===== config.mk =====
export PLATFORM = sky130hd
export DESIGN_NAME = dalrl_top
export DESIGN_NICKNAME = d
export VERILOG_FILES = /design/src/inc/dalrl_pkg.sv /design/src/core/dalrl_top.sv
export SDC_FILE = /design/constraint.sdc
export NUM_CORES = 1
export LEC_CHECK = 0
export ABC_AREA = 1
export BUFFER_PORTS_ARGS = -buffer_cell sky130_fd_sc_hd__buf_2
export CAP_MARGIN = 0
export CELL_PAD_IN_SITES_DETAIL_PLACEMENT = 1
export CELL_PAD_IN_SITES_GLOBAL_PLACEMENT = 1
export CORE_MARGIN = 2
export CORE_UTILIZATION = 43
export DETAILED_ROUTE_END_ITERATION = 12
export MAX_ROUTING_LAYER = met4
export PLACE_DENSITY = 0.93
export SLEW_MARGIN = 40
export SYNTH_ARGS = -nofsm -noshare
export SYNTH_HDL_FRONTEND = slang
export SYNTH_SLANG_ARGS = --single-unit

===== constraint.sdc =====
create_clock -name pclk -period 4.4 [get_ports pclk]
set_input_delay 0.22 -clock pclk [delete_from_list [all_inputs] [get_ports pclk]]
set_output_delay 0.22 -clock pclk [all_outputs]
set_load 0.005 [all_outputs]

===== src/inc/dalrl_pkg.sv =====
// Package for the dual-input alarm and relay logic: map, fields, encodings
package dalrl_pkg;
    localparam int RW = 32;  // Reading and setpoint width, signed
    localparam int NIN = 2;  // Inputs
    localparam int NRLY = 2; // Relays
    localparam int NSRC = 4; // Reading sources per input
    localparam int SRCW = 2;

    // Register byte offsets (APB)
    localparam logic [11:0] OFS_GLOBAL  = 12'h000; // audible, clear
    localparam logic [11:0] OFS_RLY     = 12'h004; // relay assignments
    localparam logic [11:0] OFS_STATUS  = 12'h008; // alarm/relay states, RO
    localparam logic [11:0] OFS_IN_BASE = 12'h010; // per-input block base
    localparam logic [11:0] OFS_IN_STEP = 12'h010; // per-input block stride
    localparam logic [3:0]  OFS_CFG     = 4'h0;    // within block
    localparam logic [3:0]  OFS_LOW     = 4'h4;
    localparam logic [3:0]  OFS_HIGH    = 4'h8;
    localparam logic [3:0]  OFS_BAND    = 4'hc;

    // Input config fields
    localparam int CFG_EN    = 0;
    localparam int CFG_LATCH = 1;
    localparam int CFG_SRC   = 4;  // two bits
    // Global fields
    localparam int GL_AUDIBLE = 0;
    localparam int GL_CLEAR   = 1; // write one: alarm-key clear
    // Relay field layout: per relay 4 bits at 8*relay
    localparam int RL_STRIDE = 8;
    localparam int RL_MODE   = 0;  // two bits
    localparam int RL_FUNC   = 2;  // two bits
    // Status layout: per input hi,lo at 2*i; relays at 4
    localparam int ST_RLY = 4;

    // Flash period of annunciator, half-period in ms
    localparam int CLK_HZ     = 40_000_000;
    localparam int FLASH_MS   = 250;
    localparam int FLASH_CYC  = CLK_HZ / 1000 * FLASH_MS;
    localparam int FLASH_W    = 24;

    typedef enum logic [1:0] {
        SRC_CELSIUS, SRC_KELVIN, SRC_LINEAR, SRC_SENSOR
    } dalrl_src_type;
    typedef enum logic [1:0] {
        RMODE_OFF, RMODE_ON, RMODE_IN_A, RMODE_IN_B
    } dalrl_rmode_type;
    typedef enum logic [1:0] {
        RFUNC_BOTH, RFUNC_LOW, RFUNC_HIGH, RFUNC_RSVD
    } dalrl_rfunc_type;

    localparam logic [RW-1:0] ZERO_W   = 32'h0000_0000;
    localparam logic [7:0]    CFG_RST  = 8'h00;
    localparam logic [15:0]   RLY_RST  = 16'h0000;
endpackage : dalrl_pkg


===== src/core/dalrl_top.sv =====
// Alarm evaluation and relay steering for two inputs, APB slave
// Contract
// - Each input has independent high and low limit checks with setpoints.
// - High alarm asserts when selected reading exceeds high setpoint.
// - Low alarm asserts when selected reading falls below low setpoint.
// - Each input selects Celsius, kelvin, linear or sensor reading.
// - Per-input enable; disabled input takes no part in alarms.
// - Annunciator steady when any enabled, flashes when any active.
// - Annunciator reflects all inputs regardless of display.
// - Global audible setting sounds beeper while any alarm active.
// - Latching alarms stay asserted after condition clears.
// - Alarm-clear action clears all latched alarms.
// - Non-latching alarms track the reading with dead band.
// - High alarm releases at setpoint minus dead band.
// - Low alarm releases at setpoint plus the same dead band.
// - Two relays, each independently configured the same way.
// - Manual off holds relay inactive.
// - Manual on holds relay active.
// - Relay on input A follows only A alarms via its function.
// - Relay on input B follows only B alarms via its function.
// - Both function: relay active on high or low alarm.
// - Low function: relay active exactly on low alarm.
// - High function: relay active exactly on high alarm.
module dalrl_top
    import dalrl_pkg::*;
(
    input  wire logic              pclk,         // 40 MHz clock
    input  wire logic              presetn,      // Async reset, low
    input  wire logic              psel,         // APB select
    input  wire logic              penable,      // APB enable
    input  wire logic              pwrite,       // APB direction
    input  wire logic [11:0]       paddr,        // APB byte address
    input  wire logic [31:0]       pwdata,       // APB write data
    output logic      [31:0]       prdata,       // APB read data
    output logic                   pready,       // APB ready
    output logic                   pslverr,      // APB error
    input  wire logic [NIN-1:0]    rd_valid,     // New reading per input
    input  wire logic [RW-1:0]     rd_celsius_a, // Input A Celsius
    input  wire logic [RW-1:0]     rd_kelvin_a,  // Input A kelvin
    input  wire logic [RW-1:0]     rd_linear_a,  // Input A linear result
    input  wire logic [RW-1:0]     rd_sensor_a,  // Input A sensor units
    input  wire logic [RW-1:0]     rd_celsius_b, // Input B Celsius
    input  wire logic [RW-1:0]     rd_kelvin_b,  // Input B kelvin
    input  wire logic [RW-1:0]     rd_linear_b,  // Input B linear result
    input  wire logic [RW-1:0]     rd_sensor_b,  // Input B sensor units
    input  wire logic              alarm_key,    // Alarm-key clear pulse
    output logic [NIN-1:0]         alarm_high,   // High alarm per input
    output logic [NIN-1:0]         alarm_low,    // Low alarm per input
    output logic [NRLY-1:0]        relay_on,     // Relay active
    output logic                   annunciator,  // Alarm lamp
    output logic                   beeper        // Audible alarm
);

    // Setpoints and settings, one set per input
    logic [7:0]    cfg_q  [NIN];
    logic [RW-1:0] low_q  [NIN];
    logic [RW-1:0] high_q [NIN];
    logic [RW-1:0] band_q [NIN];

    // Shared settings
    logic [15:0]   rly_q;
    logic          audible_q;

    // Clear request, one cycle after key or write
    logic          clear_q;

    // Blink timebase for the lamp
    logic [FLASH_W-1:0] flash_cnt_q;
    logic          flash_q;

    // Alarm state and registered outputs
    logic [NIN-1:0] hi_q, lo_q;
    logic [NRLY-1:0] rly_out_q;
    logic          ann_q, beep_q;

    // Bus answer
    logic [31:0]   prdata_q;
    logic          pready_q, pslverr_q;

    // All sources of both inputs side by side
    logic [RW-1:0] rd_in  [NIN][NSRC];

    // Input A sources
    assign rd_in[0][SRC_CELSIUS] = rd_celsius_a;
    assign rd_in[0][SRC_KELVIN]  = rd_kelvin_a;
    assign rd_in[0][SRC_LINEAR]  = rd_linear_a;
    assign rd_in[0][SRC_SENSOR]  = rd_sensor_a;

    // Input B sources
    assign rd_in[1][SRC_CELSIUS] = rd_celsius_b;
    assign rd_in[1][SRC_KELVIN]  = rd_kelvin_b;
    assign rd_in[1][SRC_LINEAR]  = rd_linear_b;
    assign rd_in[1][SRC_SENSOR]  = rd_sensor_b;

    // True when an address hits register r of input block i
    function automatic logic in_hit(input logic [11:0] a, input int i,
                                    input logic [3:0] r);
        logic [11:0] base;
        base = OFS_IN_BASE + 12'(i) * OFS_IN_STEP;
        return a == base + {8'h00, r};
    endfunction : in_hit

    // Any mapped register; misses answer with an error
    function automatic logic addr_ok(input logic [11:0] a);
        logic ok;
        ok = (a == OFS_GLOBAL) || (a == OFS_RLY) || (a == OFS_STATUS);
        for (int i = 0; i < NIN; i++) begin
            ok = ok || in_hit(a, i, OFS_CFG) || in_hit(a, i, OFS_LOW)
                    || in_hit(a, i, OFS_HIGH) || in_hit(a, i, OFS_BAND);
        end
        return ok;
    endfunction : addr_ok

    logic setup;
    logic wr;

    // Zero-wait slave: answer in the setup cycle's following edge
    assign setup = psel && !penable;

    // Write lands only at the edge that sees ready high
    assign wr    = psel && penable && pwrite && pready_q;


    always_ff @(posedge pclk or negedge presetn) begin
        if (!presetn) begin
            pready_q  <= 1'b0;
            pslverr_q <= 1'b0;
        end else begin
            pready_q  <= setup;
            pslverr_q <= setup && !addr_ok(paddr);
        end
    end


    // Read data captured in setup, stands through the access cycle
    always_ff @(posedge pclk or negedge presetn) begin
        if (!presetn) begin
            prdata_q <= ZERO_W;
        end else if (setup && !pwrite) begin
            prdata_q <= ZERO_W;
            if (paddr == OFS_GLOBAL)
                prdata_q[GL_AUDIBLE] <= audible_q;
            if (paddr == OFS_RLY)
                prdata_q[15:0] <= rly_q;
            if (paddr == OFS_STATUS) begin
                for (int i = 0; i < NIN; i++) begin
                    prdata_q[2*i]   <= hi_q[i];
                    prdata_q[2*i+1] <= lo_q[i];
                end
                prdata_q[ST_RLY +: NRLY] <= rly_out_q;
            end
            for (int i = 0; i < NIN; i++) begin
                if (in_hit(paddr, i, OFS_CFG))  prdata_q[7:0] <= cfg_q[i];
                if (in_hit(paddr, i, OFS_LOW))  prdata_q <= low_q[i];
                if (in_hit(paddr, i, OFS_HIGH)) prdata_q <= high_q[i];
                if (in_hit(paddr, i, OFS_BAND)) prdata_q <= band_q[i];
            end
        end
    end


    // Clear bit is a strobe; it never reads back as one
    always_ff @(posedge pclk or negedge presetn) begin
        if (!presetn) begin
            audible_q <= 1'b0;
            rly_q     <= RLY_RST;
            clear_q   <= 1'b0;
        end else begin
            clear_q <= alarm_key ||
                       (wr && paddr == OFS_GLOBAL && pwdata[GL_CLEAR]);
            if (wr && paddr == OFS_GLOBAL)
                audible_q <= pwdata[GL_AUDIBLE];
            if (wr && paddr == OFS_RLY)
                rly_q <= pwdata[15:0];
        end
    end

    genvar gi;
    generate
        for (gi = 0; gi < NIN; gi++) begin : g_in
            logic en, latch, over, under, hi_rel, lo_rel;
            logic signed [RW-1:0] r, h, l, b;
            assign r  = rd_in[gi][cfg_q[gi][CFG_SRC +: SRCW]];

            // Signed compares: Celsius and linear may go negative
            assign h  = high_q[gi];
            assign l  = low_q[gi];
            assign b  = band_q[gi];

            assign en    = cfg_q[gi][CFG_EN];
            assign latch = cfg_q[gi][CFG_LATCH];

            assign over   = r > h;

            assign under  = r < l;

            assign hi_rel = r <= h - b;

            assign lo_rel = r >= l + b;

            // Setpoint writes; wrapping band is the user's risk

            always_ff @(posedge pclk or negedge presetn) begin
                if (!presetn) begin
                    cfg_q[gi]  <= CFG_RST;
                    low_q[gi]  <= ZERO_W;
                    high_q[gi] <= ZERO_W;
                    band_q[gi] <= ZERO_W;
                end else if (wr) begin
                    if (in_hit(paddr, gi, OFS_CFG))
                        cfg_q[gi] <= pwdata[7:0];
                    if (in_hit(paddr, gi, OFS_LOW))
                        low_q[gi] <= pwdata;
                    if (in_hit(paddr, gi, OFS_HIGH))
                        high_q[gi] <= pwdata;
                    if (in_hit(paddr, gi, OFS_BAND))
                        band_q[gi] <= pwdata;
                end
            end

            always_ff @(posedge pclk or negedge presetn) begin
                if (!presetn) begin
                    hi_q[gi] <= 1'b0;
                    lo_q[gi] <= 1'b0;
                end else if (!en) begin
                    hi_q[gi] <= 1'b0;
                    lo_q[gi] <= 1'b0;
                end else if (rd_valid[gi]) begin
                    if (latch) begin
                        // latch holds; new trip beats clear
                        hi_q[gi] <= over || (hi_q[gi] && !clear_q);
                        lo_q[gi] <= under || (lo_q[gi] && !clear_q);
                    end else begin
                        hi_q[gi] <= over || (hi_q[gi] && !hi_rel);
                        lo_q[gi] <= under || (lo_q[gi] && !lo_rel);
                    end
                end else if (latch && clear_q) begin
                    hi_q[gi] <= 1'b0;
                    lo_q[gi] <= 1'b0;
                end
            end
        end
    endgenerate

    // Relay value from its mode, function and both inputs' alarms
    function automatic logic relay_eval(input logic [3:0] c,
                                        input logic [NIN-1:0] hi,
                                        input logic [NIN-1:0] lo);
        logic h, l, v;

        h = 1'b0;
        l = 1'b0;
        v = 1'b0;

        // Mode picks the alarm pair, function picks from it
        unique case (dalrl_rmode_type'(c[RL_MODE +: 2]))
            RMODE_OFF:  v = 1'b0;
            RMODE_ON:   v = 1'b1;
            RMODE_IN_A: begin
                h = hi[0];
                l = lo[0];
            end
            RMODE_IN_B: begin
                h = hi[1];
                l = lo[1];
            end
        endcase
        if (c[RL_MODE +: 2] == RMODE_IN_A || c[RL_MODE +: 2] == RMODE_IN_B)
        begin
            unique case (dalrl_rfunc_type'(c[RL_FUNC +: 2]))
                RFUNC_BOTH: v = h || l;
                RFUNC_LOW:  v = l;
                RFUNC_HIGH: v = h;
                // Reserved code behaves as either limit
                RFUNC_RSVD: v = h || l;
            endcase
        end

        return v;
    endfunction : relay_eval

    logic [NRLY-1:0] rly_d;
    generate
        for (gi = 0; gi < NRLY; gi++) begin : g_rly
            assign rly_d[gi] = relay_eval(rly_q[gi*RL_STRIDE +: 4],
                                          hi_q, lo_q);
        end
    endgenerate


    // Relays registered so no decode glitch reaches a coil
    always_ff @(posedge pclk or negedge presetn) begin
        if (!presetn)
            rly_out_q <= '0;
        else
            rly_out_q <= rly_d;
    end


    // Free-running flash so all inputs blink in phase
    // Phase is not reset by a new alarm; first blink may be short
    always_ff @(posedge pclk or negedge presetn) begin
        if (!presetn) begin
            flash_cnt_q <= '0;
            flash_q     <= 1'b0;
        end else if (flash_cnt_q == FLASH_W'(FLASH_CYC - 1)) begin
            flash_cnt_q <= '0;
            flash_q     <= !flash_q;
        end else begin
            flash_cnt_q <= flash_cnt_q + 1'b1;
        end
    end


    logic any_en;
    logic any_act;

    always_comb begin
        any_en  = 1'b0;
        for (int i = 0; i < NIN; i++)
            any_en = any_en || cfg_q[i][CFG_EN];
    end
    assign any_act = |hi_q || |lo_q;


    always_ff @(posedge pclk or negedge presetn) begin
        if (!presetn) begin
            ann_q  <= 1'b0;
            beep_q <= 1'b0;
        end else begin
            ann_q  <= any_act ? flash_q : any_en;
            beep_q <= audible_q && any_act;
        end
    end


    // Every output straight from its flip-flop
    assign prdata      = prdata_q;
    assign pready      = pready_q;
    assign pslverr     = pslverr_q;
    assign alarm_high  = hi_q;
    assign alarm_low   = lo_q;
    assign relay_on    = rly_out_q;
    assign annunciator = ann_q;
    assign beeper      = beep_q;

endmodule : dalrl_top


# [Word level (Yosys, flattened, before mapping)]
# Cells that the tools add are included.
# W data, S select, Z words.
[totals] reg_bits=293 latchBits=0 ram_bits=0 mem_bits_ro=0 word_cells=177 mem_count=0
[op_classes] n_addsub=5 multipliers=0 n_div=0 magnitude_cmp=10 n_eq_ne=25 n_shift=0 muxes=43 n_bitwise=2 reduce_logical=69
[ops] op="$mux W32" count=10
[ops] op="$bmux W32 S2" count=2
[ops] op="$add A32 B32 Y32" count=2
[ops] op="$ge A32 B32 Y1" count=2
[ops] op="$gt A32 B32 Y1" count=2
[ops] op="$le A32 B32 Y1" count=2
[ops] op="$lt A32 B32 Y1" count=2
[ops] op="$sub A32 B32 Y32" count=2
[ops] op="$eq A12 B5 Y1 const B" count=4
[ops] op="$eq A12 B6 Y1 const B" count=4
[ops] op="$logic_or A1 B1 Y1" count=25
[ops] op="$add A24 B1 Y24 const B" count=1
[ops] op="$eq A24 B24 Y1 const B" count=1
[ops] op="$mux W24" count=1
[ops] op="$logic_and A1 B1 Y1" count=20
[ops] op="$mux W1" count=20
[ops] op="$eq A2 B2 Y1 const B" count=8
[ops] op="$mux W16" count=1
[ops] op="$mux W8" count=2
[ops] op="$reduce_and A2 Y1" count=8
[ops] op="$eq A12 B3 Y1 const B" count=1
[ops] op="$eq A12 B4 Y1 const B" count=1
[ops] op="$logic_not A12 Y1" count=1
[ops] op="$logic_not A1 Y1" count=9
[ops] op="other kinds (9)" count=23

# [Depth between registers and ports, before layout]
# Gate-level depths: netlist (run 1).
[logic_depth] word_depth=13 depth_mapped=27 depth_no_buf=27

# [Worst setup path after synthesis (run 1)]
# Ideal clock, no wire load.
[synth_path] path_type="register to register" startpoint="register low_q (netlist bit g_in[1].l[2])" endpoint="register lo_q[1], in the netlist alarm_low[1]" setup_time_ps=117 t_arrival_ps=3252 t_required_ps=4283 slack_ps=1031 stages_incl_launch_ff=28 n_path_buf=0 path_cell_list="dfrtp_1 > ha_1 > a21oi_1 > nand2_1 > a21oi_2 > o21bai_1 > a21oi_1 > o21ai_1 > nand2_1 > nand2_1 > nand3b_1 > nand2_1 > nand2_1 > nand2_1 > ha_1 > nand2_1 > nor2_1 > nand4_1 > nor4_1 > nand2_1 > nand2_1 > nand2_1 > nand3_1 > nand2_1 > nand2_1 > nand2_1 > nand2_1 > nand2_1"
[synth_via] elab_chain_len=8
[synth_lines] element="start: declaration" line_no="dalrl_top.sv:56" text="logic [RW-1:0] low_q [NIN];"
[synth_lines] element="start signal: indexed assignment" line_no="dalrl_top.sv:213" text="low_q[gi] <= pwdata;"
[synth_lines] element="$add A32 B32 Y32" line_no="dalrl_top.sv:199" text="assign lo_rel = r >= l + b;"
[synth_lines] element="$ge A32 B32 Y1" line_no="dalrl_top.sv:199"
[synth_lines] element="$logic_not A1 Y1" line_no="dalrl_top.sv:235" text="lo_q[gi] <= under || (lo_q[gi] && !lo_rel);"
[synth_lines] element="$logic_and A1 B1 Y1" line_no="dalrl_top.sv:235"
[synth_lines] element="$logic_or A1 B1 Y1" line_no="dalrl_top.sv:235"
[synth_lines] element="$mux W1 *" line_no="dalrl_top.sv:229" text="if (latch) begin"
[synth_lines] element="$mux W1 *" line_no="dalrl_top.sv:228" text="end else if (rd_valid[gi]) begin"
[synth_lines] element="$mux W1 *" line_no="dalrl_top.sv:225" text="end else if (!en) begin"
[synth_lines] element="end signal: indexed assignment" line_no="dalrl_top.sv:232" text="lo_q[gi] <= under || (lo_q[gi] && !clear_q);"
[synth_lines] element="end signal: indexed assignment" line_no="dalrl_top.sv:235"
[synth_lines] element="end: declaration" line_no="dalrl_top.sv:72" text="logic [NIN-1:0] hi_q, lo_q;"
# Every way passes the cells marked *; elsewhere a longest branch is shown, timed or not.
# A chain may end at the register's enable or synchronous reset.

# [Final worst setup path (run 1)]
[layout_path] startpoint="register low_q (netlist bit g_in[0].l[7])" endpoint="register lo_q[0], in the netlist alarm_low[0]"
# The elaborated chain is that of the path after synthesis.

==> results of run 1 <==
-- critical path, delay by kind of cell (launching register included) --
| kind | cells | cell delay, ns |
|---|---|---|
| AO/OA/AOI/OAI | 2 | 0.31 |
| XOR/XNOR | 1 | 0.16 |
| buffers and inverters | 1 | 0.18 |
| adder cells (fa/ha/maj) | 2 | 0.72 |
| AND/OR/NAND/NOR | 19 | 2.32 |
| flip-flops | 1 | 0.43 |
-- path summary, 6_finish.rpt --
check                           slack, ns  depth (start not counted)                     start                   endpoint
worst max-delay path                 0.15                         25  g_in[0].l[7]$_DFFE_PN0P_   alarm_low[0]$_DFFE_PN0P_
worst min-delay path                 0.03                          3                pwdata[29]  g_in[0].h[29]$_DFFE_PN0P_
worst max register to register       0.15                         25  g_in[0].l[7]$_DFFE_PN0P_   alarm_low[0]$_DFFE_PN0P_
worst min register to register       0.49                          2     rly_q[13]$_DFFE_PN0P_      rly_q[13]$_DFFE_PN0P_
max in group asynchronous            3.04                          3                   presetn   g_in[1].b[2]$_DFFE_PN0P_
min in group asynchronous            0.22                          2                   presetn  g_in[1].l[26]$_DFFE_PN0P_
-- state kept, by name, indices dropped and copies added, names as in the netlist --
name,count
cfg_q,16
annunciator,1
prdata,32
pslverr,1
g_in.h,64
flash_q,1
relay_on,2
audible_q,1
g_in.b,64
clear_q,1
beeper,1
rly_q,16
pready,1
flash_cnt_q,24
alarm_low,2
g_in.l,64
alarm_high,2
-- logic make-up (layout without fill, tap and decap cells) --
family	after synthesis	after routing	share of synthesized area [%]
AO/OA/AOI/OAI	1063	1063	21.9
XOR/XNOR	124	124	4.02
adder cells (fa/ha/maj)	387	387	18.0
buffers and inverters	589	957	8.25
flip-flops	293	293	27.1
other	0	3	0
AND/OR/NAND/NOR	1349	1349	20.7
-- routing by layer --
metal	track usage [%]	up-vias	part of all wire [%]
met2	55.6	1161	47
li1	-	13595	-
met4	19.3	0	5.9
met5	-	-	0
met1	40.3	14614	41
met3	5.08	395	6.1
-- cell type report --
type                       instances  area (sq um)
fill                            8079         30400
multi-input combinational       2923         17900
timing repair buffer             407          2250
antenna                            3          7.51
clock buffer                      46          1030
tap                              837          1050
clock inverter                    17           160
sequential                       293          7340
inverter                         487          1830
-- power by group --
group	internal [mW]	leakage, nW	total (mW)	switching (mW)
logic	0.290	10.6	0.768	0.477
registers	2.70	4.06	2.70	0.00334
clock network	1.78	0.599	3.11	1.32
total	4.77	15.3	6.57	1.81
-- what timing repair did --
item / in CTS / in global routing
pin swaps: 0 / 14
hold buffers: 5 / 0
buffers inserted: 0 / 8
resized for setup: 2 / 79
endpoints found under the hold margin: 78 / 0
endpoints found under the setup margin: 2 / 4
-- cell usage in the layout (no fill, tap or decap), drive strengths merged, types with 10 or more instances in the layout --
cell type	count
nand4	49
dfrtp	293
o211ai	29
nor4	24
o21ai	507
buf	402
a21oi	309
o21a	12
clkinv	12
a21o	18
a21boi	10
o22ai	89
ha	383
xor2	70
nand3	86
xnor2	54
inv	489
nand2	818
clkbuf	46
o21bai	19
o221ai	29
nor3	43
a31oi	12
nor2	309
==> flow_summary_export.csv, run 1 <==
group,metric,value,unit
cts,clkSinkCount,293,
yosys,synth_area,0.0270,sq mm
critical_path,slowest_delay,0.43,ns
cts,h-tree-depth,2,
cts,cts_buffers,35,
die,design.portCount,350,
yosys,synth_nets,4500,
sta,finalHoldViolCount,0,
sta,slew_viol_final,0,
sta,rsz0062_at_grt,"yes",
placed_design,postPlaceCellArea,0.0299,sq mm
cts,clock_path_buffers,3,
yosys,post-synth-top-count-cell,"nand2_1",
critical_path,path_max_fanout,4,
sta,period_share,96.7,%
cells_and_area,final_cells,5013,
cells_and_area,fin_util,51.0,%
placed_design,dp.cells,4934,
cells_and_area,nNetsFinal,4842,
die,core_area,0.0619,sq mm
cts,clk_latency,0.58,ns
yosys,synthCells,3805,
grt,grt_pass1_vias,30784,
route,ant_nets,0,
yosys,yosysTopAreaCell,"dfrtp_1",
placed_design,dp_hpwl,84900,um
yosys,synth_edf_count,0,
sta,setup_viol,0,
sta,slew_headroom,40.0,%
placed_design,pre_cts_slack,0.0399,ns
critical_path,worstPathArrival,4.73,ns
cells_and_area,drive_above_1_share,13.9,%
die,fp.dieW,255,um
route,initialDrtViolationCount,2387,
route,via_per_inst,5.94,
pwr,leakagePower,15.3,nW
outcome,outcome,"completed",
sta,setup_ws,0.146,ns
route,drtPass1Iterations,5,
placed_design,port_buffers,349,
critical_path,worstSetupPathType,"reg -> reg",
route,drc,0,
sta,holdWs,0.0272,ns
sta,worst_pin_slew,0.899,ns
cts,root_buffer,"clkbuf_16",
job,drv_cap,0,
grt,grtUsageTotal,34.1,%
cts,clkTransAtPathRegs,0.06,ns
yosys,ys_seq_elements,293,
route,vias,29765,
critical_path,crit_required,4.87,ns
pwr,ir_drop,205,uV
yosys,netlist_top_cells_area,"dfrtp_1 27%, ha_1 18%, nand2_1 11%",
route,drt-total-wl,111000,um
sta,fmax,0.235,GHz
die,rows,91,
yosys,ys_warn_count,0,
critical_path,cp_common_cell,"nand2_1",
grt,grt_first_pass_wirelength,169000,um
cells_and_area,design_area,0.0316,sq mm
pwr,power,6.57,mW
sta,fin_skew,0.0270,ns
grt,grt-ovfl-total,0,
die,die-area,0.0649,sq mm
yosys,synthArstFlopShare,100,%
yosys,yosysTopAreaCellShare,27.1,%
yosys,synth.avg_cell_area,7.10,sq um
yosys,ys_seq_area_share,27.1,%
sta,min_period,4.25,ns
cells_and_area,syn2layout_area_growth,16.8,%
pwr,power_density,208,mW/mm^2
yosys,synthFlopType,"dfrtp_1",
placed_design,gp_congestion,0.969,
hold_path,holdCritPathClass,"in -> reg",
critical_path,worst_setup_path_end_kind,"flop",
die,start_util,43.6,%
route,detail_route.wl_per_cell,22.1,um
yosys,synth.distinct_cells,52,
sta,setup_tns,0,ns
cts,cts_tree,"built",
critical_path,crit_path_start_kind,"flop",
yosys,synth_common_cells,"810 x nand2_1, 479 x inv_1, 464 x o21ai_0",
critical_path,cp_slowest_cell,"dfrtp_1",
die,fp.dieH,255,um
grt,grt_max_degree,115,
grt,antenna_found_initial,3,
Note: power is estimated with default switching activity, not from simulation.
==> run 2: changes to the inputs <==
--- a/config.mk
+++ b/config.mk
@@ -15,6 +15,8 @@
 export DETAILED_ROUTE_END_ITERATION = 12
 export MAX_ROUTING_LAYER = met4
 export PLACE_DENSITY = 0.93
+export RECOVER_POWER = 50
+export SKIP_LAST_GASP = 1
 export SLEW_MARGIN = 40
 export SYNTH_ARGS = -nofsm -noshare
 export SYNTH_HDL_FRONTEND = slang
==> flow_summary_export.csv, run 2 (synthesized netlist as in run 1, its figures left out) <==
group,metric,value,unit
hold_path,holdCritPathClass,"in -> reg",
sta,setup_viol,0,
die,start_util,43.6,%
cts,clkTransAtPathRegs,0.06,ns
critical_path,worst_setup_path_end_kind,"flop",
grt,grt_first_pass_wirelength,169000,um
sta,slew_headroom,-148,%
placed_design,dp.cells,4934,
cells_and_area,register_area,0.00734,sq mm
sta,worst_pin_slew,3.72,ns
sta,period_share,96.8,%
grt,grt-ovfl-total,0,
route,drtPass1Iterations,6,
route,initialDrtViolationCount,2484,
cts,h-tree-depth,2,
cts,cts_tree,"built",
cells_and_area,final_cell_mix,"805 x nand2_1, 479 x inv_1, 462 x o21ai_0",
sta,slew_viol_final,75,
route,vias,29737,
hold_path,hold_path_startpoint,"pwdata[29]",
critical_path,rr_startpoint,"g_in[0].l[7]$_DFFE_PN0P_",
route,via_per_inst,5.93,
grt,grt_pass1_vias,30784,
pwr,power,6.58,mW
pwr,ir_drop,206,uV
route,ant_nets,0,
critical_path,crit_path_start_kind,"flop",
cells_and_area,final_cells,5013,
grt,grtUsageTotal,34.1,%
die,fp.dieH,255,um
sta,min_period,4.26,ns
die,rows,91,
cells_and_area,nNetsFinal,4842,
critical_path,slowest_delay,0.43,ns
critical_path,startpoint,"g_in[0].l[7]$_DFFE_PN0P_",
outcome,outcome,"finished, violations left",
job,drv_cap,1,
critical_path,reg2reg_depth,25,
cts,clock_path_buffers,3,
outcome,violations,"capacitance limit, slew limit",
critical_path,cp_common_cell,"nand2_1",
cells_and_area,drive_above_1_share,13.0,%
sta,finalHoldViolCount,0,
critical_path,worstPathArrival,4.73,ns
cells_and_area,syn2layout_area_growth,16.5,%
critical_path,cp_slowest_cell,"dfrtp_1",
cts,root_buffer,"clkbuf_16",
cts,clkSinkCount,293,
critical_path,r2r-end,"alarm_low[0]$_DFFE_PN0P_",
placed_design,pre_cts_slack,0.0399,ns
placed_design,gp_congestion,0.969,
critical_path,crit_end,"alarm_low[0]$_DFFE_PN0P_",
pwr,power_density,209,mW/mm^2
cells_and_area,fin_util,50.9,%
route,detail_route.wl_per_cell,22.1,um
route,drt-total-wl,111000,um
sta,setup_ws,0.140,ns
die,design.portCount,350,
sta,fin_skew,0.0306,ns
die,die-area,0.0649,sq mm
cts,clk_latency,0.58,ns
pwr,leakagePower,15.1,nW
cts,cts_buffers,35,
critical_path,worstSetupPathType,"reg -> reg",
cells_and_area,fillers,8099,
grt,grt_max_degree,115,
cells_and_area,final_common_cell,"nand2_1",
route,drc,0,
placed_design,port_buffers,349,
die,core_area,0.0619,sq mm
sta,fmax,0.235,GHz
sta,rsz0062_at_grt,"yes",
critical_path,crit_required,4.87,ns
placed_design,dp_hpwl,84900,um
cells_and_area,multi_input_area,0.0179,sq mm
grt,antenna_found_initial,3,
critical_path,path_max_fanout,4,
die,fp.dieW,255,um
critical_path,r2r_slack,0.14,ns
## run 2: timing repair
item | 4_1_cts | 5_1_grt
endpoints found under the hold margin | 78 | 0
cloned | 0 | 0
gates resized for setup | 2 | 76
endpoints found under the setup margin | 2 | 4
hold buffers | 5 | 0
pin swaps | 0 | 14
buffers inserted | 0 | 8
## run 2: worst min path at each step
stage	depth (start not counted)	to	slack, ns
2_1_floorplan	0	alarm_high[0]$_DFFE_PN0P_	-0.08
3_3_place_gp	1	g_in[1].l[26]$_DFFE_PN0P_	0.23
3_5_place_dp	1	g_in[1].l[26]$_DFFE_PN0P_	0.24
4_1_cts	4	alarm_high[1]$_DFFE_PN0P_	0.01
5_1_grt	4	alarm_high[1]$_DFFE_PN0P_	0.05
6_report	3	g_in[0].l[29]$_DFFE_PN0P_	0.03
## run 2: layout make-up
| class | count | share of cell area (%) |
|---|---|---|
| antenna | 3 | 0.0238 |
| clock buffer | 46 | 3.27 |
| clock inverter | 17 | 0.508 |
| inverter | 487 | 5.80 |
| multi-input combinational | 2923 | 56.7 |
| sequential | 293 | 23.3 |
| tap | 837 | 3.32 |
| timing repair buffer | 407 | 7.02 |
## run 2: critical path: cells and delay by family, from the launching register on
family	cells	cell delay (ns)
and+or+nand+nor	19	2.31
adders and majority gates	2	0.72
DFF	1	0.43
AOI/OAI and AO/OA	2	0.31
buffers and inverters	1	0.18
xor gates and xnor gates	1	0.16
## run 2: per-layer routing
layer	track usage, %	up-vias	part of all wire [%]
li1	-	13601	-
met5	-	-	0
met4	19.3	0	5.9
met1	40.3	14533	41
met2	55.6	1196	47
met3	5.08	407	6.2
## run 2: per-stage QoR
| step | TNS [ns] | instance area, sq um | hold slack (ns) |
|---|---|---|---|
| floorplan | 0 | 27000 | -0.0756 |
| global placement | 0 | 29800 | 0.229 |
| detailed placement | 0 | 29900 | 0.236 |
| CTS | 0 | 31100 | 0.0106 |
| global route | -0.346 | 31500 | 0.0497 |
| finish | 0 | 31500 | 0.0299 |
## run 2: report_power, final
part           switching [mW]  internal [mW]
logic                   0.478          0.290
registers             0.00339           2.70
clock network            1.33           1.78
